<file path="src/logic/cmcs_pkg.sv">
/*
 * Constants and types shared by the machine-cycle sequencer and its
 * internal data memory.
 * Assumes one oscillator clock, each oscillator period being one phase.
 */
package cmcs_pkg;

   // Machine-cycle states, Gray coded from first to sixth, not on the wrap back to first
   typedef enum logic [2:0] {
      CMCS_ST_FIRST = 3'h0,
      CMCS_ST_SECOND = 3'h1,
      CMCS_ST_THIRD = 3'h3,
      CMCS_ST_FOURTH = 3'h2,
      CMCS_ST_FIFTH = 3'h6,
      CMCS_ST_SIXTH = 3'h7
   } cmcs_state_t;

   localparam int unsigned CMCS_PHASES_PER_STATE = 2;
   localparam int unsigned CMCS_STATES_PER_CYCLE = 6;
   localparam int unsigned CMCS_OSC_PER_CYCLE =
      CMCS_PHASES_PER_STATE * CMCS_STATES_PER_CYCLE;
   localparam logic CMCS_PH1 = 1'b0;
   localparam logic CMCS_PH2 = 1'b1;

   // Instruction lengths and durations
   localparam logic [1:0] CMCS_LEN_ONE = 2'h1;
   localparam logic [1:0] CMCS_LEN_TWO = 2'h2;
   localparam logic [1:0] CMCS_LEN_THREE = 2'h3;
   localparam logic CMCS_CYC_FIRST = 1'b0;
   localparam logic CMCS_CYC_SECOND = 1'b1;

   // Opcodes handled by the execute stage
   localparam logic [7:0] CMCS_OP_NOP = 8'h00;
   localparam logic [7:0] CMCS_OP_SHORT_JUMP = 8'h80;
   localparam logic [7:0] CMCS_OP_EXT_MOVE_RD = 8'hE0;
   localparam logic [7:0] CMCS_OP_EXT_MOVE_WR = 8'hF0;
   localparam logic [7:0] CMCS_OP_DEC_BRANCH_DIR = 8'hD5;
   localparam logic [7:0] CMCS_OP_DEC_BRANCH_REG = 8'hD8;
   localparam logic [7:0] CMCS_OP_REG_MASK = 8'hF8;
   localparam logic [7:0] CMCS_OP_CMP_BRANCH_AI = 8'hB4;
   localparam logic [7:0] CMCS_OP_MOVE_DIR_IMM = 8'h75;
   localparam logic [7:0] CMCS_OP_MOVE_ACC_IMM = 8'h74;
   localparam logic [7:0] CMCS_OP_SET_BIT = 8'hD2;
   localparam logic [7:0] CMCS_OP_CLEAR_BIT = 8'hC2;
   localparam int unsigned CMCS_REG_SEL_W = 3;

   // Special-function space map
   localparam logic [7:0] CMCS_ADR_STACK_POINTER = 8'h81;
   localparam logic [7:0] CMCS_ADR_DATA_POINTER_LOW = 8'h82;
   localparam logic [7:0] CMCS_ADR_DATA_POINTER_HIGH = 8'h83;
   localparam logic [7:0] CMCS_ADR_STATUS_WORD = 8'hD0;
   localparam logic [7:0] CMCS_ADR_ACCUMULATOR = 8'hE0;
   localparam logic [7:0] CMCS_ADR_MUL_DIV_OPERAND = 8'hF0;
   localparam logic [7:0] CMCS_RST_STACK_POINTER = 8'h07;
   localparam logic [7:0] CMCS_RST_DATA_POINTER_LOW = 8'h00;
   localparam logic [7:0] CMCS_RST_DATA_POINTER_HIGH = 8'h00;
   localparam logic [7:0] CMCS_RST_STATUS_WORD = 8'h00;
   localparam logic [7:0] CMCS_RST_ACCUMULATOR = 8'h00;
   localparam logic [7:0] CMCS_RST_MUL_DIV_OPERAND = 8'h00;
   localparam logic [7:0] CMCS_UNMAPPED_READ = 8'h00;
   localparam logic [7:0] CMCS_BIT_ROW_LOW = 8'h80;
   localparam logic [7:0] CMCS_BIT_ROW_HIGH = 8'hF0;
   localparam logic [7:0] CMCS_BIT_AREA_BASE = 8'h20;
   localparam int unsigned CMCS_PSW_CY = 7;
   localparam int unsigned CMCS_PSW_RS1 = 4;
   localparam int unsigned CMCS_PSW_RS0 = 3;

   // Arithmetic steps and reset values
   localparam logic [15:0] CMCS_PC_STEP = 16'h0001;
   localparam logic [15:0] CMCS_RST_PC = 16'h0000;
   localparam logic [7:0] CMCS_BYTE_ONE = 8'h01;
   localparam logic [7:0] CMCS_BYTE_ZERO = 8'h00;

   // Internal data memory
   localparam int unsigned CMCS_RAM_DEPTH = 128;
   localparam int unsigned CMCS_RAM_AW = 7;

endpackage : cmcs_pkg

</file>
<file path="src/logic/cmcs_ram.sv">
/*
 * Internal data memory of the core, 128 bytes, registered read data.
 * Assumes the sequencer's clock and clock enable; no reset on contents.
 */
`timescale 1ns/1ps
`default_nettype none

module cmcs_ram
   import cmcs_pkg::*;
(
   input wire logic clk,
   input wire logic ce,
   input wire logic we,
   input wire logic [CMCS_RAM_AW-1:0] addr,
   input wire logic [7:0] wdata,
   output logic [7:0] rdata
);

   logic [7:0] mem_q [CMCS_RAM_DEPTH];

   // Read first port, old data on a colliding read
   always_ff @(posedge clk) begin
      if (ce) begin
         if (we) begin
            mem_q[addr] <= wdata;
         end
         rdata <= mem_q[addr];
      end
   end

endmodule : cmcs_ram

`default_nettype wire

</file>
<file path="src/logic/cmcs_core.sv">
/*
 * Machine-cycle sequencer of the 8-bit core: state/phase timing, code
 * fetches, external data moves, a small execute stage and the core-side
 * special-function registers.
 * Assumes the memory and logic module answers on the internal bus with
 * data registered one oscillator period after it sees address and strobe.
 */
`timescale 1ns/1ps
`default_nettype none

// What this block does
// - Six states, first to sixth, repeat in every machine cycle
// - Each state lasts two oscillator periods, twelve per cycle
// - Every state has a first and second phase half
// - Two code fetches issued every machine cycle except an external data move's second
// - Unneeded fetched byte discarded, program counter held
// - Opcode captured into instruction register in the first state
// - Second code fetch happens in the fourth state
// - Single-cycle instruction completes by end of the sixth state
// - External data move takes two cycles, no fetch in second
// - Fetches suppressed only in external data move second cycle
// - Decrement byte or register, branch when result nonzero
// - 16-bit address, 8-bit data, read/write/code/latch/reset strobes
// - Unoccupied special-function reads return zero
// - Unoccupied special-function writes change nothing
// - Row-base special-function registers 80h to F0h are bit addressable
// - Branch adds signed offset to next instruction address
// - Compare-branch sets carry when first operand is lower
module cmcs_core
   import cmcs_pkg::*;
(
   input wire logic MCLK,
   input wire logic RST,
   input wire logic CE,
   input wire logic [7:0] DIN,
   output logic [15:0] ADDR,
   output logic [7:0] DOUT,
   output logic DOE,
   output logic RD_N,
   output logic WR_N,
   output logic CODE_READ_STROBE_N,
   output logic ALE,
   output logic RESET_N,
   output logic [2:0] MACHINE_STATE,
   output logic PHASE_TWO,
   output logic [7:0] OPCODE
);

   ////////////////////////////////////////////////////////////////////////
   // Declarations
   cmcs_state_t state_q, state_d;
   logic ph_q, ph_d;
   logic cyc_q, cyc_d;
   logic [15:0] pc_q, pc_d;
   logic [7:0] op_q, b1_q, b2_q, mx_q;
   logic [7:0] acc_q, mdo_q, sp_q, dpl_q, dph_q;
   logic [7:1] psw_q;
   logic [7:0] psw_rd, sfs_rdata, ram_rdata, opnd, opnd_addr, bit_byte;
   logic [7:0] bit_mask, wr_data, rel;
   logic [15:0] rel_ext;
   logic [1:0] len;
   logic two_cyc, last_cyc, is_rd, is_wr, is_ext, is_dec_reg, bit_ok;
   logic movx2, movx2_d, fetch_slot, take_fetch, need, ex;
   logic wr_en, br_take, sfs_we, ram_we, next_cyc_movx2;
   logic fetch_d, ale_d, rd_d, wr_d;
   logic [15:0] addr_d;

   ////////////////////////////////////////////////////////////////////////
   // Decode of the held opcode
   always_comb begin
      is_rd = (op_q == CMCS_OP_EXT_MOVE_RD);
      is_wr = (op_q == CMCS_OP_EXT_MOVE_WR);
      is_ext = is_rd || is_wr;
      is_dec_reg = ((op_q & CMCS_OP_REG_MASK) == CMCS_OP_DEC_BRANCH_REG);
      len = CMCS_LEN_ONE;
      if (op_q == CMCS_OP_DEC_BRANCH_DIR || op_q == CMCS_OP_CMP_BRANCH_AI ||
          op_q == CMCS_OP_MOVE_DIR_IMM) begin
         len = CMCS_LEN_THREE;
      end else if (op_q == CMCS_OP_SHORT_JUMP || is_dec_reg ||
                   op_q == CMCS_OP_SET_BIT || op_q == CMCS_OP_CLEAR_BIT ||
                   op_q == CMCS_OP_MOVE_ACC_IMM) begin
         len = CMCS_LEN_TWO;
      end
      two_cyc = is_ext || (len == CMCS_LEN_THREE) ||
                op_q == CMCS_OP_SHORT_JUMP || is_dec_reg;
      last_cyc = two_cyc ? (cyc_q == CMCS_CYC_SECOND) : 1'b1;
   end

   ////////////////////////////////////////////////////////////////////////
   // State and phase sequencing
   always_comb begin
      ph_d = ~ph_q;
      state_d = state_q;
      cyc_d = cyc_q;
      if (ph_q == CMCS_PH2) begin
         unique case (state_q)
            CMCS_ST_FIRST: state_d = CMCS_ST_SECOND;
            CMCS_ST_SECOND: state_d = CMCS_ST_THIRD;
            CMCS_ST_THIRD: state_d = CMCS_ST_FOURTH;
            CMCS_ST_FOURTH: state_d = CMCS_ST_FIFTH;
            CMCS_ST_FIFTH: state_d = CMCS_ST_SIXTH;
            CMCS_ST_SIXTH: begin
               state_d = CMCS_ST_FIRST;
               cyc_d = last_cyc ? CMCS_CYC_FIRST : CMCS_CYC_SECOND;
            end
            default: state_d = CMCS_ST_FIRST;
         endcase
      end
   end

   // Reset parks at the last phase so the first fetch is a full state
   always_ff @(posedge MCLK or posedge RST) begin
      if (RST) begin
         state_q <= CMCS_ST_SIXTH;
         ph_q <= CMCS_PH2;
         cyc_q <= CMCS_CYC_FIRST;
      end else if (CE) begin
         state_q <= state_d;
         ph_q <= ph_d;
         cyc_q <= cyc_d;
      end
   end

   ////////////////////////////////////////////////////////////////////////
   // Fetch capture and program counter
   always_comb begin
      movx2 = is_ext && (cyc_q == CMCS_CYC_SECOND);
      fetch_slot = (state_q == CMCS_ST_FIRST) || (state_q == CMCS_ST_FOURTH);
      take_fetch = CE && (ph_q == CMCS_PH2) && fetch_slot && !movx2;
      if (cyc_q == CMCS_CYC_FIRST && state_q == CMCS_ST_FIRST) begin
         need = 1'b1;
      end else begin
         need = ({cyc_q, state_q == CMCS_ST_FOURTH} < len);
      end
      ex = CE && (state_q == CMCS_ST_SIXTH) && (ph_q == CMCS_PH1) &&
           last_cyc;
      rel_ext = {{8{rel[7]}}, rel};
      pc_d = pc_q;
      if (take_fetch && need) begin
         pc_d = pc_q + CMCS_PC_STEP;
      end
      if (ex && br_take) begin
         pc_d = pc_q + rel_ext;
      end
   end

   always_ff @(posedge MCLK or posedge RST) begin
      if (RST) begin
         pc_q <= CMCS_RST_PC;
      end else if (CE) begin
         pc_q <= pc_d;
      end
   end

   // Opcode in the first state, operands from later needed fetches
   always_ff @(posedge MCLK or posedge RST) begin
      if (RST) begin
         op_q <= CMCS_OP_NOP;
         b1_q <= CMCS_BYTE_ZERO;
         b2_q <= CMCS_BYTE_ZERO;
      end else if (take_fetch) begin
         if (cyc_q == CMCS_CYC_FIRST && state_q == CMCS_ST_FIRST) begin
            op_q <= DIN;
         end else if (need && cyc_q == CMCS_CYC_FIRST) begin
            b1_q <= DIN;
         end else if (need) begin
            b2_q <= DIN;
         end
      end
   end

   // Read data of an external data move, taken at end of fourth state
   always_ff @(posedge MCLK or posedge RST) begin
      if (RST) begin
         mx_q <= CMCS_BYTE_ZERO;
      end else if (CE && movx2 && is_rd && state_q == CMCS_ST_FOURTH &&
                   ph_q == CMCS_PH2) begin
         mx_q <= DIN;
      end
   end

   ////////////////////////////////////////////////////////////////////////
   // Operand addressing and execute
   always_comb begin
      if (b1_q[7]) begin
         bit_byte = {b1_q[7:3], 3'h0};
      end else begin
         bit_byte = CMCS_BIT_AREA_BASE + 8'(b1_q[6:3]);
      end
      bit_ok = !b1_q[7] || (bit_byte >= CMCS_BIT_ROW_LOW &&
                            bit_byte <= CMCS_BIT_ROW_HIGH);
      bit_mask = CMCS_BYTE_ONE << b1_q[2:0];
      if (is_dec_reg) begin
         opnd_addr = 8'({psw_q[CMCS_PSW_RS1:CMCS_PSW_RS0],
                         op_q[CMCS_REG_SEL_W-1:0]});
      end else if (op_q == CMCS_OP_SET_BIT || op_q == CMCS_OP_CLEAR_BIT) begin
         opnd_addr = bit_byte;
      end else begin
         opnd_addr = b1_q;
      end
      psw_rd = {psw_q, ^acc_q};
      unique case (opnd_addr)
         CMCS_ADR_STACK_POINTER: sfs_rdata = sp_q;
         CMCS_ADR_DATA_POINTER_LOW: sfs_rdata = dpl_q;
         CMCS_ADR_DATA_POINTER_HIGH: sfs_rdata = dph_q;
         CMCS_ADR_STATUS_WORD: sfs_rdata = psw_rd;
         CMCS_ADR_ACCUMULATOR: sfs_rdata = acc_q;
         CMCS_ADR_MUL_DIV_OPERAND: sfs_rdata = mdo_q;
         default: sfs_rdata = CMCS_UNMAPPED_READ;
      endcase
      opnd = opnd_addr[7] ? sfs_rdata : ram_rdata;
   end

   always_comb begin
      wr_en = 1'b0;
      wr_data = opnd;
      br_take = 1'b0;
      rel = b1_q;
      if (op_q == CMCS_OP_DEC_BRANCH_DIR || is_dec_reg) begin
         wr_en = 1'b1;
         wr_data = opnd - CMCS_BYTE_ONE;
         br_take = (wr_data != CMCS_BYTE_ZERO);
         rel = is_dec_reg ? b1_q : b2_q;
      end else if (op_q == CMCS_OP_CMP_BRANCH_AI) begin
         br_take = (acc_q != b1_q);
         rel = b2_q;
      end else if (op_q == CMCS_OP_SHORT_JUMP) begin
         br_take = 1'b1;
      end else if (op_q == CMCS_OP_MOVE_DIR_IMM) begin
         wr_en = 1'b1;
         wr_data = b2_q;
      end else if (op_q == CMCS_OP_SET_BIT) begin
         wr_en = bit_ok;
         wr_data = opnd | bit_mask;
      end else if (op_q == CMCS_OP_CLEAR_BIT) begin
         wr_en = bit_ok;
         wr_data = opnd & ~bit_mask;
      end
      sfs_we = ex && wr_en && opnd_addr[7];
      ram_we = ex && wr_en && !opnd_addr[7];
   end

   cmcs_ram u_ram (
      .clk(MCLK),
      .ce(CE),
      .we(ram_we),
      .addr(opnd_addr[CMCS_RAM_AW-1:0]),
      .wdata(wr_data),
      .rdata(ram_rdata)
   );

   ////////////////////////////////////////////////////////////////////////
   // Special-function registers; other addresses ignore writes
   always_ff @(posedge MCLK or posedge RST) begin
      if (RST) begin
         sp_q <= CMCS_RST_STACK_POINTER;
         dpl_q <= CMCS_RST_DATA_POINTER_LOW;
         dph_q <= CMCS_RST_DATA_POINTER_HIGH;
         mdo_q <= CMCS_RST_MUL_DIV_OPERAND;
      end else if (sfs_we) begin
         if (opnd_addr == CMCS_ADR_STACK_POINTER) begin
            sp_q <= wr_data;
         end
         if (opnd_addr == CMCS_ADR_DATA_POINTER_LOW) begin
            dpl_q <= wr_data;
         end
         if (opnd_addr == CMCS_ADR_DATA_POINTER_HIGH) begin
            dph_q <= wr_data;
         end
         if (opnd_addr == CMCS_ADR_MUL_DIV_OPERAND) begin
            mdo_q <= wr_data;
         end
      end
   end

   // Status word; parity bit is derived from the accumulator
   always_ff @(posedge MCLK or posedge RST) begin
      if (RST) begin
         psw_q <= CMCS_RST_STATUS_WORD[7:1];
      end else if (sfs_we && opnd_addr == CMCS_ADR_STATUS_WORD) begin
         psw_q <= wr_data[7:1];
      end else if (ex && op_q == CMCS_OP_CMP_BRANCH_AI) begin
         psw_q[CMCS_PSW_CY] <= (acc_q < b1_q);
      end
   end

   always_ff @(posedge MCLK or posedge RST) begin
      if (RST) begin
         acc_q <= CMCS_RST_ACCUMULATOR;
      end else if (sfs_we && opnd_addr == CMCS_ADR_ACCUMULATOR) begin
         acc_q <= wr_data;
      end else if (ex && op_q == CMCS_OP_MOVE_ACC_IMM) begin
         acc_q <= b1_q;
      end else if (ex && is_rd) begin
         acc_q <= mx_q;
      end
   end

   ////////////////////////////////////////////////////////////////////////
   // Internal bus, registered from the coming slot
   always_comb begin
      movx2_d = is_ext && (cyc_d == CMCS_CYC_SECOND);
      next_cyc_movx2 = is_ext && (cyc_d == CMCS_CYC_FIRST);
      fetch_d = !movx2_d && (state_d == CMCS_ST_FIRST ||
                             state_d == CMCS_ST_FOURTH);
      ale_d = (ph_d == CMCS_PH2) &&
              ((state_d == CMCS_ST_SIXTH && !next_cyc_movx2) ||
               (state_d == CMCS_ST_THIRD && !movx2_d) ||
               (state_d == CMCS_ST_FIRST && movx2_d));
      rd_d = movx2_d && is_rd && (state_d == CMCS_ST_SECOND ||
             state_d == CMCS_ST_THIRD || state_d == CMCS_ST_FOURTH);
      wr_d = movx2_d && is_wr && (state_d == CMCS_ST_SECOND ||
             state_d == CMCS_ST_THIRD || state_d == CMCS_ST_FOURTH);
      addr_d = movx2_d ? {dph_q, dpl_q} : pc_d;
   end

   always_ff @(posedge MCLK or posedge RST) begin
      if (RST) begin
         ADDR <= CMCS_RST_PC;
         CODE_READ_STROBE_N <= 1'b1;
         ALE <= 1'b0;
      end else if (CE) begin
         ADDR <= addr_d;
         CODE_READ_STROBE_N <= !fetch_d;
         ALE <= ale_d;
      end
   end

   always_ff @(posedge MCLK or posedge RST) begin
      if (RST) begin
         RD_N <= 1'b1;
         WR_N <= 1'b1;
         DOE <= 1'b0;
         DOUT <= CMCS_BYTE_ZERO;
      end else if (CE) begin
         RD_N <= !rd_d;
         WR_N <= !wr_d;
         DOE <= wr_d;
         DOUT <= wr_d ? acc_q : CMCS_BYTE_ZERO;
      end
   end

   // Module reset strobe released one edge after the core reset
   always_ff @(posedge MCLK or posedge RST) begin
      if (RST) begin
         RESET_N <= 1'b0;
      end else if (CE) begin
         RESET_N <= 1'b1;
      end
   end

   ////////////////////////////////////////////////////////////////////////
   // Status outputs
   always_comb begin
      MACHINE_STATE = state_q;
      PHASE_TWO = ph_q;
      OPCODE = op_q;
   end

endmodule : cmcs_core

`default_nettype wire

</file>
<file path="config.mk">
export PLATFORM = sky130hd
export DESIGN_NAME = cmcs_core
export DESIGN_NICKNAME = d
export VERILOG_FILES = /design/src/logic/cmcs_pkg.sv /design/src/logic/cmcs_ram.sv /design/src/logic/cmcs_core.sv
export SDC_FILE = /design/constraint.sdc
export NUM_CORES = 1
export LEC_CHECK = 0
export BUFFER_PORTS_ARGS = -buffer_cell sky130_fd_sc_hd__buf_4
export CORE_MARGIN = 2
export CORE_UTILIZATION = 55
export DETAILED_ROUTE_END_ITERATION = 10
export HOLD_SLACK_MARGIN = 0.05
export PLACE_DENSITY = 0.7
export SYNTH_ARGS = -nofsm -noshare
export SYNTH_HDL_FRONTEND = slang
export SYNTH_SLANG_ARGS = --single-unit
</file>
<file path="constraint.sdc">
create_clock -name MCLK -period 12.3 [get_ports MCLK]
set_input_delay 2.46 -clock MCLK [delete_from_list [all_inputs] [get_ports MCLK]]
set_output_delay 2.46 -clock MCLK [all_outputs]
set_load 0.005 [all_outputs]
</file>
# After elaboration in Yosys (flattened, before gate mapping)
# Memory sizes are Yosys's and may differ from the RTL's. A register that Yosys moved wholly into a read port is not among the register bits.
# Cells that the tools add are included.
# op_classes
n_mux,44
addsub,4
n_reduce_logical,75
shifts,1
bitwise_logic,8
magnitude_cmp,4
eq_ne,27
# ops
op,n
2-to-1 mux 8 bit,17
== test 8 bit (second input constant),13
2-to-1 mux 16 bit,3
case mux 8 bit (6 select lines),1
logical AND 1 bit,35
logical OR 1 bit,19
2-to-1 mux 1 bit,19
adder 16 x 1 -> 16 bit (second input constant),1
adder 16 bit,1
== test 8 x 7 -> 1 bit (second input constant),2
case mux 3 bit (5 select lines),1
== test 3 x 2 -> 1 bit (second input constant),4
AND reduction 2 bit,5
== test 3 bit (second input constant),3
AND 8 bit,1
greater-or-equal comparator 8 bit (second input constant),1
less-or-equal comparator 8 bit (second input constant),1
zero test 1 bit,8
< comparator 8 bit,1
inequality test 8 bit,1
inverter 8 bit,1
bitwise OR 8 bit,1
nonzero test 8 bit,1
XOR reduction 8 bit,1
other kinds (15),22
# word_totals
memories,1
mem_bits_rw,1024
reg_bits,130
out_inout_bits,42
wordCells,187
# mem_list
name,words,width,read_ports,rd_clocked_by_memory_dff,write_ports,line_no,text
u_ram.mem_q,128,8,1,1,1,cmcs_ram.sv:19,logic [7:0] mem_q [CMCS_RAM_DEPTH];

# Logic depth before layout (Yosys ltp)
# Gate-level depths: netlist of run 1.
# logic_depth
depth_word,22
mapped_depth,20

# Cells and area by module
# A second synthesis of run 1 with hierarchy kept.
# unflattened
cells_unflattened,3355
hier_area_um2,48530.3
# modules_own_cells
module,area_per_inst_um2,n_inst,seq_area_each_um2,cells_each
cmcs_ram,40293.6,1,30989.7,2464
cmcs_core,8236.6,1,3265.6,891

# Least setup slack after synthesis of run 1
# Ideal clock, no wire load.
# synth_path
path_type,register to register
startpoint,register b1_q[6]
endpoint,memory u_ram.mem_q[0][4] (data pin)
path_stages_with_launch,12
path_slack_ps,5029
path_buffers,0
synth_period_minus_slack_ps,7271
setup_ps,924
arrival_time_ps,6347
cell_sequence,dfrtp_1 > or4b_2 > a211oi_2 > nand2_1 > or4_1 > o311ai_1 > a221o_1 > inv_1 > ha_1 > nand2_1 > xnor2_1 > a21oi_1
# synth_between
elab_chain_cells,14
# synth_lines
element,line_no,text
"start, declared",cmcs_core.sv:55,"logic [7:0] op_q, b1_q, b2_q, mx_q;"
"start signal, assigned",cmcs_core.sv:159,b1_q <= CMCS_BYTE_ZERO;
"start signal, assigned",cmcs_core.sv:165,b1_q <= DIN;
adder 6 x 4 -> 7 bit,cmcs_core.sv:188,bit_byte = CMCS_BIT_AREA_BASE + 8'(b1_q[6:3]);
2-to-1 mux 8 bit,cmcs_core.sv:185,if (b1_q[7]) begin
2-to-1 mux 8 bit *,cmcs_core.sv:196,end else if (op_q == CMCS_OP_SET_BIT || op_q == CMCS_OP_CLEAR_BIT) begin
2-to-1 mux 8 bit *,cmcs_core.sv:193,if (is_dec_reg) begin
== test 8 bit,cmcs_core.sv:202,unique case (opnd_addr)
case mux 8 bit (6 select lines) *,cmcs_core.sv:202,
2-to-1 mux 8 bit *,cmcs_core.sv:211,opnd = opnd_addr[7] ? sfs_rdata : ram_rdata;
AND 8 bit,cmcs_core.sv:237,wr_data = opnd & ~bit_mask;
2-to-1 mux 8 bit,cmcs_core.sv:235,end else if (op_q == CMCS_OP_CLEAR_BIT) begin
2-to-1 mux 8 bit,cmcs_core.sv:232,end else if (op_q == CMCS_OP_SET_BIT) begin
2-to-1 mux 8 bit,cmcs_core.sv:229,end else if (op_q == CMCS_OP_MOVE_DIR_IMM) begin
2-to-1 mux 8 bit,cmcs_core.sv:227,end else if (op_q == CMCS_OP_SHORT_JUMP) begin
2-to-1 mux 8 bit,cmcs_core.sv:224,end else if (op_q == CMCS_OP_CMP_BRANCH_AI) begin
2-to-1 mux 8 bit *,cmcs_core.sv:219,if (op_q == CMCS_OP_DEC_BRANCH_DIR || is_dec_reg) begin
via u_ram.wdata[4],cmcs_ram.sv:15,"input wire logic [7:0] wdata,"
"end, declared",cmcs_ram.sv:19,
# Mark *: on every way through the listed nets, which the timed path passes. The rest lies on a longest branch.

# Final worst setup path of run 1
# layout_path
startpoint,"register op_q[2], in the netlist OPCODE[2]"
endpoint,memory u_ram.mem_q[58][7] (data pin)
# layout_between
elab_chain_cells,14
# layout_lines
element,line_no,text
"start, declared",cmcs_core.sv:55,
"start signal, assigned",cmcs_core.sv:158,op_q <= CMCS_OP_NOP;
"start signal, assigned",cmcs_core.sv:163,op_q <= DIN;
"== test 8 bit, on equally long branches","cmcs_core.sv:196, cmcs_core.sv:232, cmcs_core.sv:235",
logical OR 1 bit,cmcs_core.sv:196,
2-to-1 mux 8 bit,cmcs_core.sv:196,
2-to-1 mux 8 bit,cmcs_core.sv:193,
== test 8 bit,cmcs_core.sv:202,
case mux 8 bit (6 select lines),cmcs_core.sv:202,
2-to-1 mux 8 bit,cmcs_core.sv:211,
AND 8 bit,cmcs_core.sv:237,
2-to-1 mux 8 bit,cmcs_core.sv:235,
2-to-1 mux 8 bit,cmcs_core.sv:232,
2-to-1 mux 8 bit,cmcs_core.sv:229,
2-to-1 mux 8 bit,cmcs_core.sv:227,
2-to-1 mux 8 bit,cmcs_core.sv:224,
2-to-1 mux 8 bit *,cmcs_core.sv:219,
via u_ram.wdata[7],cmcs_ram.sv:15,
# Marks and branches as above.

==> parameters.txt, run 1 <==
Parameter                              Value

Status
  Run status    finished, final reports clean

Route
  Drt initial violations    4860
  Post-DRT Antenna Nets    0
  Overall routed net length    142000 µm
  Via density per instance    6.93
  Wirelength per Cell    31.9 µm
  Via count    30900
  DRC violations left    0
  Initial DRT Pass Iterations    7

Clocking
  Worst-case clock buffer depth    3
  Quantity of hold-fixing buffers added after cts    0
  Cell at the root of the clock tree    clkbuf_16
  Deepest level of the CTS H-tree    3
  Clock latency at the later pin of the worst-skew pair    720 ps
  Total of cells resized after clock tree synthesis    0
  Post-CTS setup-driven buffer insertion count    0
  Clock sink total    1162
  TritonCTS clock tree    yes
  Register clock-pin slew on the reported worst setup and hold paths    60 ps
  Total CTS buffers    113

Setup path
  Worst setup path class    reg -> reg
  Critical path destination    u_ram.mem_q[58][7]
  Largest delay share family, worst path    buffers and inverters
  Destination of the worst register-to-register timing path    u_ram.mem_q[58][7]
  Worst reg-to-reg path cell count    14
  Crit path DAT    6960 ps
  Kind of end point of the critical path    flip-flop
  Dominant cell type by count on the critical path    buf_4
  Critical-path cell list    nor4b_4, a2bb2oi_1, o22ai_4, buf_4, buf_4, nor2_2, o2bb2ai_1, a211oi_2, nand3b_1, or4b_2, xor2_1, a21oi_4, buf_4, buf_4
  Slowest stage delay, CP    900 ps
  Startpoint class of the critical path    flip-flop
  R2r startpoint    OPCODE[2]
  Setup slack of the most critical reg-to-reg path    5670 ps
  Required time of the critical path    12630 ps
  Worst path bufs/invs    4
  Critical Path Stages    14
  Critical-path maximum fanout    78
  Start point of the critical path    OPCODE[2]
  Critical-path cell with the highest stage delay    buf_4

Global routing
  Total global routing overflow    0
  Total global-route track usage    0.324
  Wire length of the first global-routing pass    203000 µm
  GRT Max-Usage Layer    met2
  Vias in the first global route    29400
  Met2 GRT Util    0.497
  Global-route met1 utilization    0.436
  Largest net degree at the start of global routing    135
  Antenna violations before repair    1
  Met3 Use GR    0.0806

Synth
  Combinational family with the most area after synthesis    compound AO/OA/AOI/OAI gates
  Area share of the leading cell type in the synthesized netlist    0.666
  Xor/xnor cell area share of the yosys netlist    0.00809
  Post-synthesis share of cell area spent on and, or, nand and nor gates    0.0767
  Multiplexer share of the synthesized area    0.0275
  Top cells by count, synth    1032 x edfxtp_1, 354 x nand2_1, 315 x a22oi_1, 230 x nor2_1, 136 x clkbuf_1
  Number of enable-type register cells in the synthesized netlist    1032
  Syn Area/Cell    14.7 µm²
  Number of instances in the synthesized netlist    3174
  Cell with the most instances after synthesis    edfxtp_1
  Proportion of synthesized chip area in sequential cells    0.736
  Synthesized flop and latch total    1162
  Count of different cell masters after synthesis    89
  Commonest register cell after synthesis    edfxtp_1
  Proportion of synthesized flip-flops having asynchronous set or reset    0.112
  Post-synthesis share of cell area spent on full adders, half adders and majority gates    0.00769
  Number of nets produced by synthesis    3213
  Yosys warning total    0
  Leading post-synthesis cells by cell area    edfxtp_1 67%, dfrtp_1 6.4%, a22oi_1 5.1%, nand2_1 2.9%, nor2_1 1.9%
  Post-synthesis cell area    46600 µm²
  Compound-gate portion of the synthesized area    0.126
  Most area-hungry cell type in the Yosys netlist    edfxtp_1

STA
  Final Setup Violations    0
  Slew at the pin with the worst max-slew slack    1290 ps
  Unrepaired setup endpoints after global routing    false
  Clock tree skew after final layout    52.6 ps
  Maximum achievable frequency    151 MHz
  Fraction of the cycle the final worst path needs    0.539
  Total Neg Setup Slack    0 ps
  Worst slack on hold paths    469 ps
  Final worst slack    5670 ps
  Number of failing hold endpoints at the final stage    0
  Relative slew slack    0.130
  Max-slew violation total from the final report    0
  Final period demand of the worst path    6630 ps

Run
  Max-cap violation count    0

Placement
  Hpwl dp    85800 µm
  Buffers added on ports    52
  Worst slack at placement    5820 ps
  Total instance count after detailed placement    4239
  Final RePlAce weighted congestion    0.985

Final layout
  Signed area change from the synthesized netlist to the final layout    11.9%
  Top reg by flops    u_ram.mem_q
  Regs by FF count    u_ram.mem_q: 1024 flops, ADDR: 16 flops, pc_q: 16 flops
  Max reg flops    1024
  Number of nets in the finished design    3259
  Share of post-route cells with drive strength above 1    0.128
  Number of non-filler instances in the completed layout    4452

Floorplan
  Initial core utilization    0.556
  Placeable core region    83700 µm²
  Die X-Extent    295 µm
  DIE AREA    87000 µm²
  Die H    295 µm
  Placement Rows    106
  Number of top-level design ports    53

Power
  Power density over cell area    237 nW/µm²
  Max VDD drop    0.265 mV
  Leakage component of the power    17.6 nW

Min path
  Hold crit path type    reg -> reg
## where the power goes
group	internal [mW]	switching (mW)	total, mW
combinational	0.821	2.77	3.59
sequential	5.14	0.136	5.27
clock	2.00	1.49	3.49
## kinds of logic (layout without fill, tap and decap cells)
group	Yosys count	count (layout)
AND/OR/NAND/NOR	808	808
flip-flops	1162	1162
adder cells (fa/ha/maj)	28	28
AO/OA/AOI/OAI	799	799
multiplexers	118	118
other	0	1
XOR/XNOR	43	43
buffers and inverters	216	359
## cell usage in the layout, fill, tap and decap left out, types with 48 or more instances in the layout
cell / n
o21ai_0: 79
nand2_1: 347
a22o_1: 55
buf_4: 114
nand3_1: 59
nor2_1: 228
edfxtp_1: 1032
dfrtp_1: 120
clkbuf_16: 115
a31oi_1: 48
a22oi_1: 315
mux2_2: 73
a21oi_1: 83
## area by class of cell
class / instances / area, µm²
Sequential cell: 1162 / 34300
Fill cell: 6005 / 31600
Multi-Input combinational cell: 1796 / 11700
Clock buffer: 147 / 3040
Tap cell: 1134 / 1420
Timing Repair Buffer: 116 / 896
Clock inverter: 65 / 721
Inverter: 31 / 120
Antenna cell: 1 / 2.50
## stage by stage
stage | power [mW] | cell area, µm² | util
after detailed placement | 8.82 | 48400 | 0.578
after floorplan | 7.19 | 46600 | -
after global routing | 12.6 | 52100 | 0.623
after global placement | 8.78 | 48400 | 0.578
after CTS | 12.2 | 52100 | 0.623
final | 12.4 | 52100 | 0.623
## layer usage
metal	share of wire	up-vias	wire, µm
met4	0.059	0	8390
met3	0.13	509	18300
met1	0.36	15200	50900
li1	-	12600	-
met2	0.45	2581	64300
met5	0	-	0
## worst min path at each step
| stage | startpoint | to | slack (ps) | cells past startpoint |
|---|---|---|---|---|
| floorplan | psw_q[1] | psw_q[1] | 450 | 2 |
| global placement | RESET_N | RESET_N | 450 | 1 |
| detailed placement | RESET_N | RESET_N | 460 | 1 |
| CTS | RESET_N | RESET_N | 470 | 1 |
| global route | RESET_N | RESET_N | 500 | 1 |
| finish | RESET_N | RESET_N | 470 | 1 |
No activity file was read; power rests on OpenSTA's default activity.
==> run 2, diff against run 1 <==
--- a/config.mk
+++ b/config.mk
@@ -10,7 +10,7 @@
 export CORE_UTILIZATION = 55
 export DETAILED_ROUTE_END_ITERATION = 10
 export HOLD_SLACK_MARGIN = 0.05
-export PLACE_DENSITY = 0.7
+export PLACE_DENSITY = 0.73
 export SYNTH_ARGS = -nofsm -noshare
 export SYNTH_HDL_FRONTEND = slang
 export SYNTH_SLANG_ARGS = --single-unit
==> constraint.sdc (replaced) <==
create_clock -name MCLK -period 5.95 [get_ports MCLK]
set_input_delay 1.19 -clock MCLK [delete_from_list [all_inputs] [get_ports MCLK]]
set_output_delay 1.19 -clock MCLK [all_outputs]
set_load 0.005 [all_outputs]
==> run 2 against run 1 <==
- utilization increased by 0.84 points
- sequential power increased by 110%
- total power increased by 100%
==> parameters.txt, run 2 (synthesis results as in run 1) <==
Parameter                              Value

Placement
  Hpwl dp    85400 µm
  Buffers added on ports    52
  Total instance count after detailed placement    4334
  Final RePlAce weighted congestion    0.952

Clocking
  TritonCTS clock tree    yes
  Clock latency at the later pin of the worst-skew pair    720 ps
  Register clock-pin slew on the reported worst setup and hold paths    60 ps
  Cell at the root of the clock tree    clkbuf_16
  Total CTS buffers    111
  Clock sink total    1162
  Quantity of hold-fixing buffers added after cts    0
  Total of cells resized after clock tree synthesis    0
  Post-CTS setup-driven buffer insertion count    0
  Deepest level of the CTS H-tree    3
  Worst-case clock buffer depth    3

STA
  Total Neg Setup Slack    0 ps
  Number of failing hold endpoints at the final stage    0
  Max-slew violation total from the final report    0
  Fraction of the cycle the final worst path needs    0.919
  Final period demand of the worst path    5470 ps
  Final Setup Violations    0
  Maximum achievable frequency    183 MHz
  Relative slew slack    0.0384
  Clock tree skew after final layout    64.3 ps
  Slew at the pin with the worst max-slew slack    1430 ps
  Unrepaired setup endpoints after global routing    false

Setup path
  Startpoint class of the critical path    flip-flop
  Dominant cell type by count on the critical path    buf_4
  Worst setup path class    reg -> reg
  Critical-path cell list    nor4b_4, nand3_1, mux2i_1, o211a_1, a222oi_1, o211ai_1, buf_4, o31ai_1, a311o_2, buf_4
  Slowest stage delay, CP    990 ps
  Critical-path cell with the highest stage delay    a311o_2
  Kind of end point of the critical path    flip-flop
  Critical-path maximum fanout    88
  Required time of the critical path    6310 ps
  Crit path DAT    5830 ps

Route
  Via density per instance    6.77
  DRC violations left    0
  Post-DRT Antenna Nets    0
  Overall routed net length    138000 µm
  Via count    30700
  Drt initial violations    4555
  Initial DRT Pass Iterations    8
  Wirelength per Cell    30.5 µm

Final layout
  Number of nets in the finished design    3352
  Number of diodes added for antenna fixing    0
  Commonest non-fill, non-tap cell in the layout    edfxtp_1
  Number of non-filler instances in the completed layout    4537
  Max reg flops    1024
  Signed area change from the synthesized netlist to the final layout    13.4%
  Top library cells by usage in the layout, fill and taps aside    1032 x edfxtp_1, 354 x nand2_1, 315 x a22oi_1
  Share of post-route cells with drive strength above 1    0.147
  Regs by FF count    u_ram.mem_q: 1024 flops, ADDR: 16 flops, pc_q: 16 flops
  Top reg by flops    u_ram.mem_q

Global routing
  Total global-route track usage    0.319
  Largest net degree at the start of global routing    135
  Wire length of the first global-routing pass    203000 µm
  Total global routing overflow    0
  Antenna violations before repair    3
  Vias in the first global route    29700

Floorplan
  Die X-Extent    295 µm
  Die H    295 µm
  Placeable core region    83700 µm²
  Placement Rows    106
  Number of top-level design ports    53
  DIE AREA    87000 µm²
  Initial core utilization    0.556

Power
  Max VDD drop    0.494 mV
  Leakage component of the power    18.0 nW
  Power density over cell area    476 nW/µm²

Status
  Run status    finished, final reports clean

Run
  Max-cap violation count    0

Min path
  Hold crit path type    reg -> reg
==> run 2: critical path, delay by kind of cell (launching register included) <==
| kind | cells | cell delay (ps) |
|---|---|---|
| flops | 1 | 560 |
| simple gates | 2 | 730 |
| mux | 1 | 210 |
| compound gates | 5 | 2500 |
| buf+inv | 2 | 1040 |
==> run 2: power by group <==
group          internal [mW]  switching, mW
combinational           1.93           5.39
sequential              10.6          0.289
clock                   3.90           3.07
total                   16.4           8.75
==> run 2: area by class of cell <==
class                      instances  area, µm²
sequential                      1162      34300
fill                            5894      30900
multi-input combinational       1796      11600
clock buffer                     135       2900
timing repair buffer             211       1810
tap                             1134       1420
clock inverter                    68        667
inverter                          31        120
==> run 2: through the flow <==
| step | util | hold slack, ps | total power [mW] | area, µm² | worst slack [ps] |
|---|---|---|---|---|---|
| finish | 0.631 | 467 | 25.2 | 52800 | 482 |
| global route | 0.631 | 481 | 25.8 | 52800 | 336 |
| CTS | 0.631 | 469 | 25.0 | 52800 | 629 |
| detailed placement | 0.589 | 452 | 18.1 | 49300 | 702 |
| floorplan | - | 450 | 14.8 | 46600 | 14.7 |
| global placement | 0.589 | 455 | 17.9 | 49300 | 804 |
==> run 2: layer usage <==
metal  track usage  vias up  part of all wire
li1              -    12800                 -
met1         0.435    15300              0.37
met2         0.482     2184              0.45
met3        0.0762      430              0.12
met4         0.166        4             0.061
met5             0        -           0.00016
==> run 2: path summary, 6_finish.rpt <==
check                               start                 end  slack (ps)  cells after the start
worst max-delay path            OPCODE[0]  u_ram.mem_q[72][3]         480                     10
worst min-delay path              RESET_N             RESET_N         470                      1
min in group asynchronous             RST           OPCODE[7]         670                      2
max in group asynchronous             RST             ADDR[3]        3910                      3
worst min register to register    RESET_N             RESET_N         470                      1
worst max register to register  OPCODE[0]  u_ram.mem_q[72][3]         480                     10
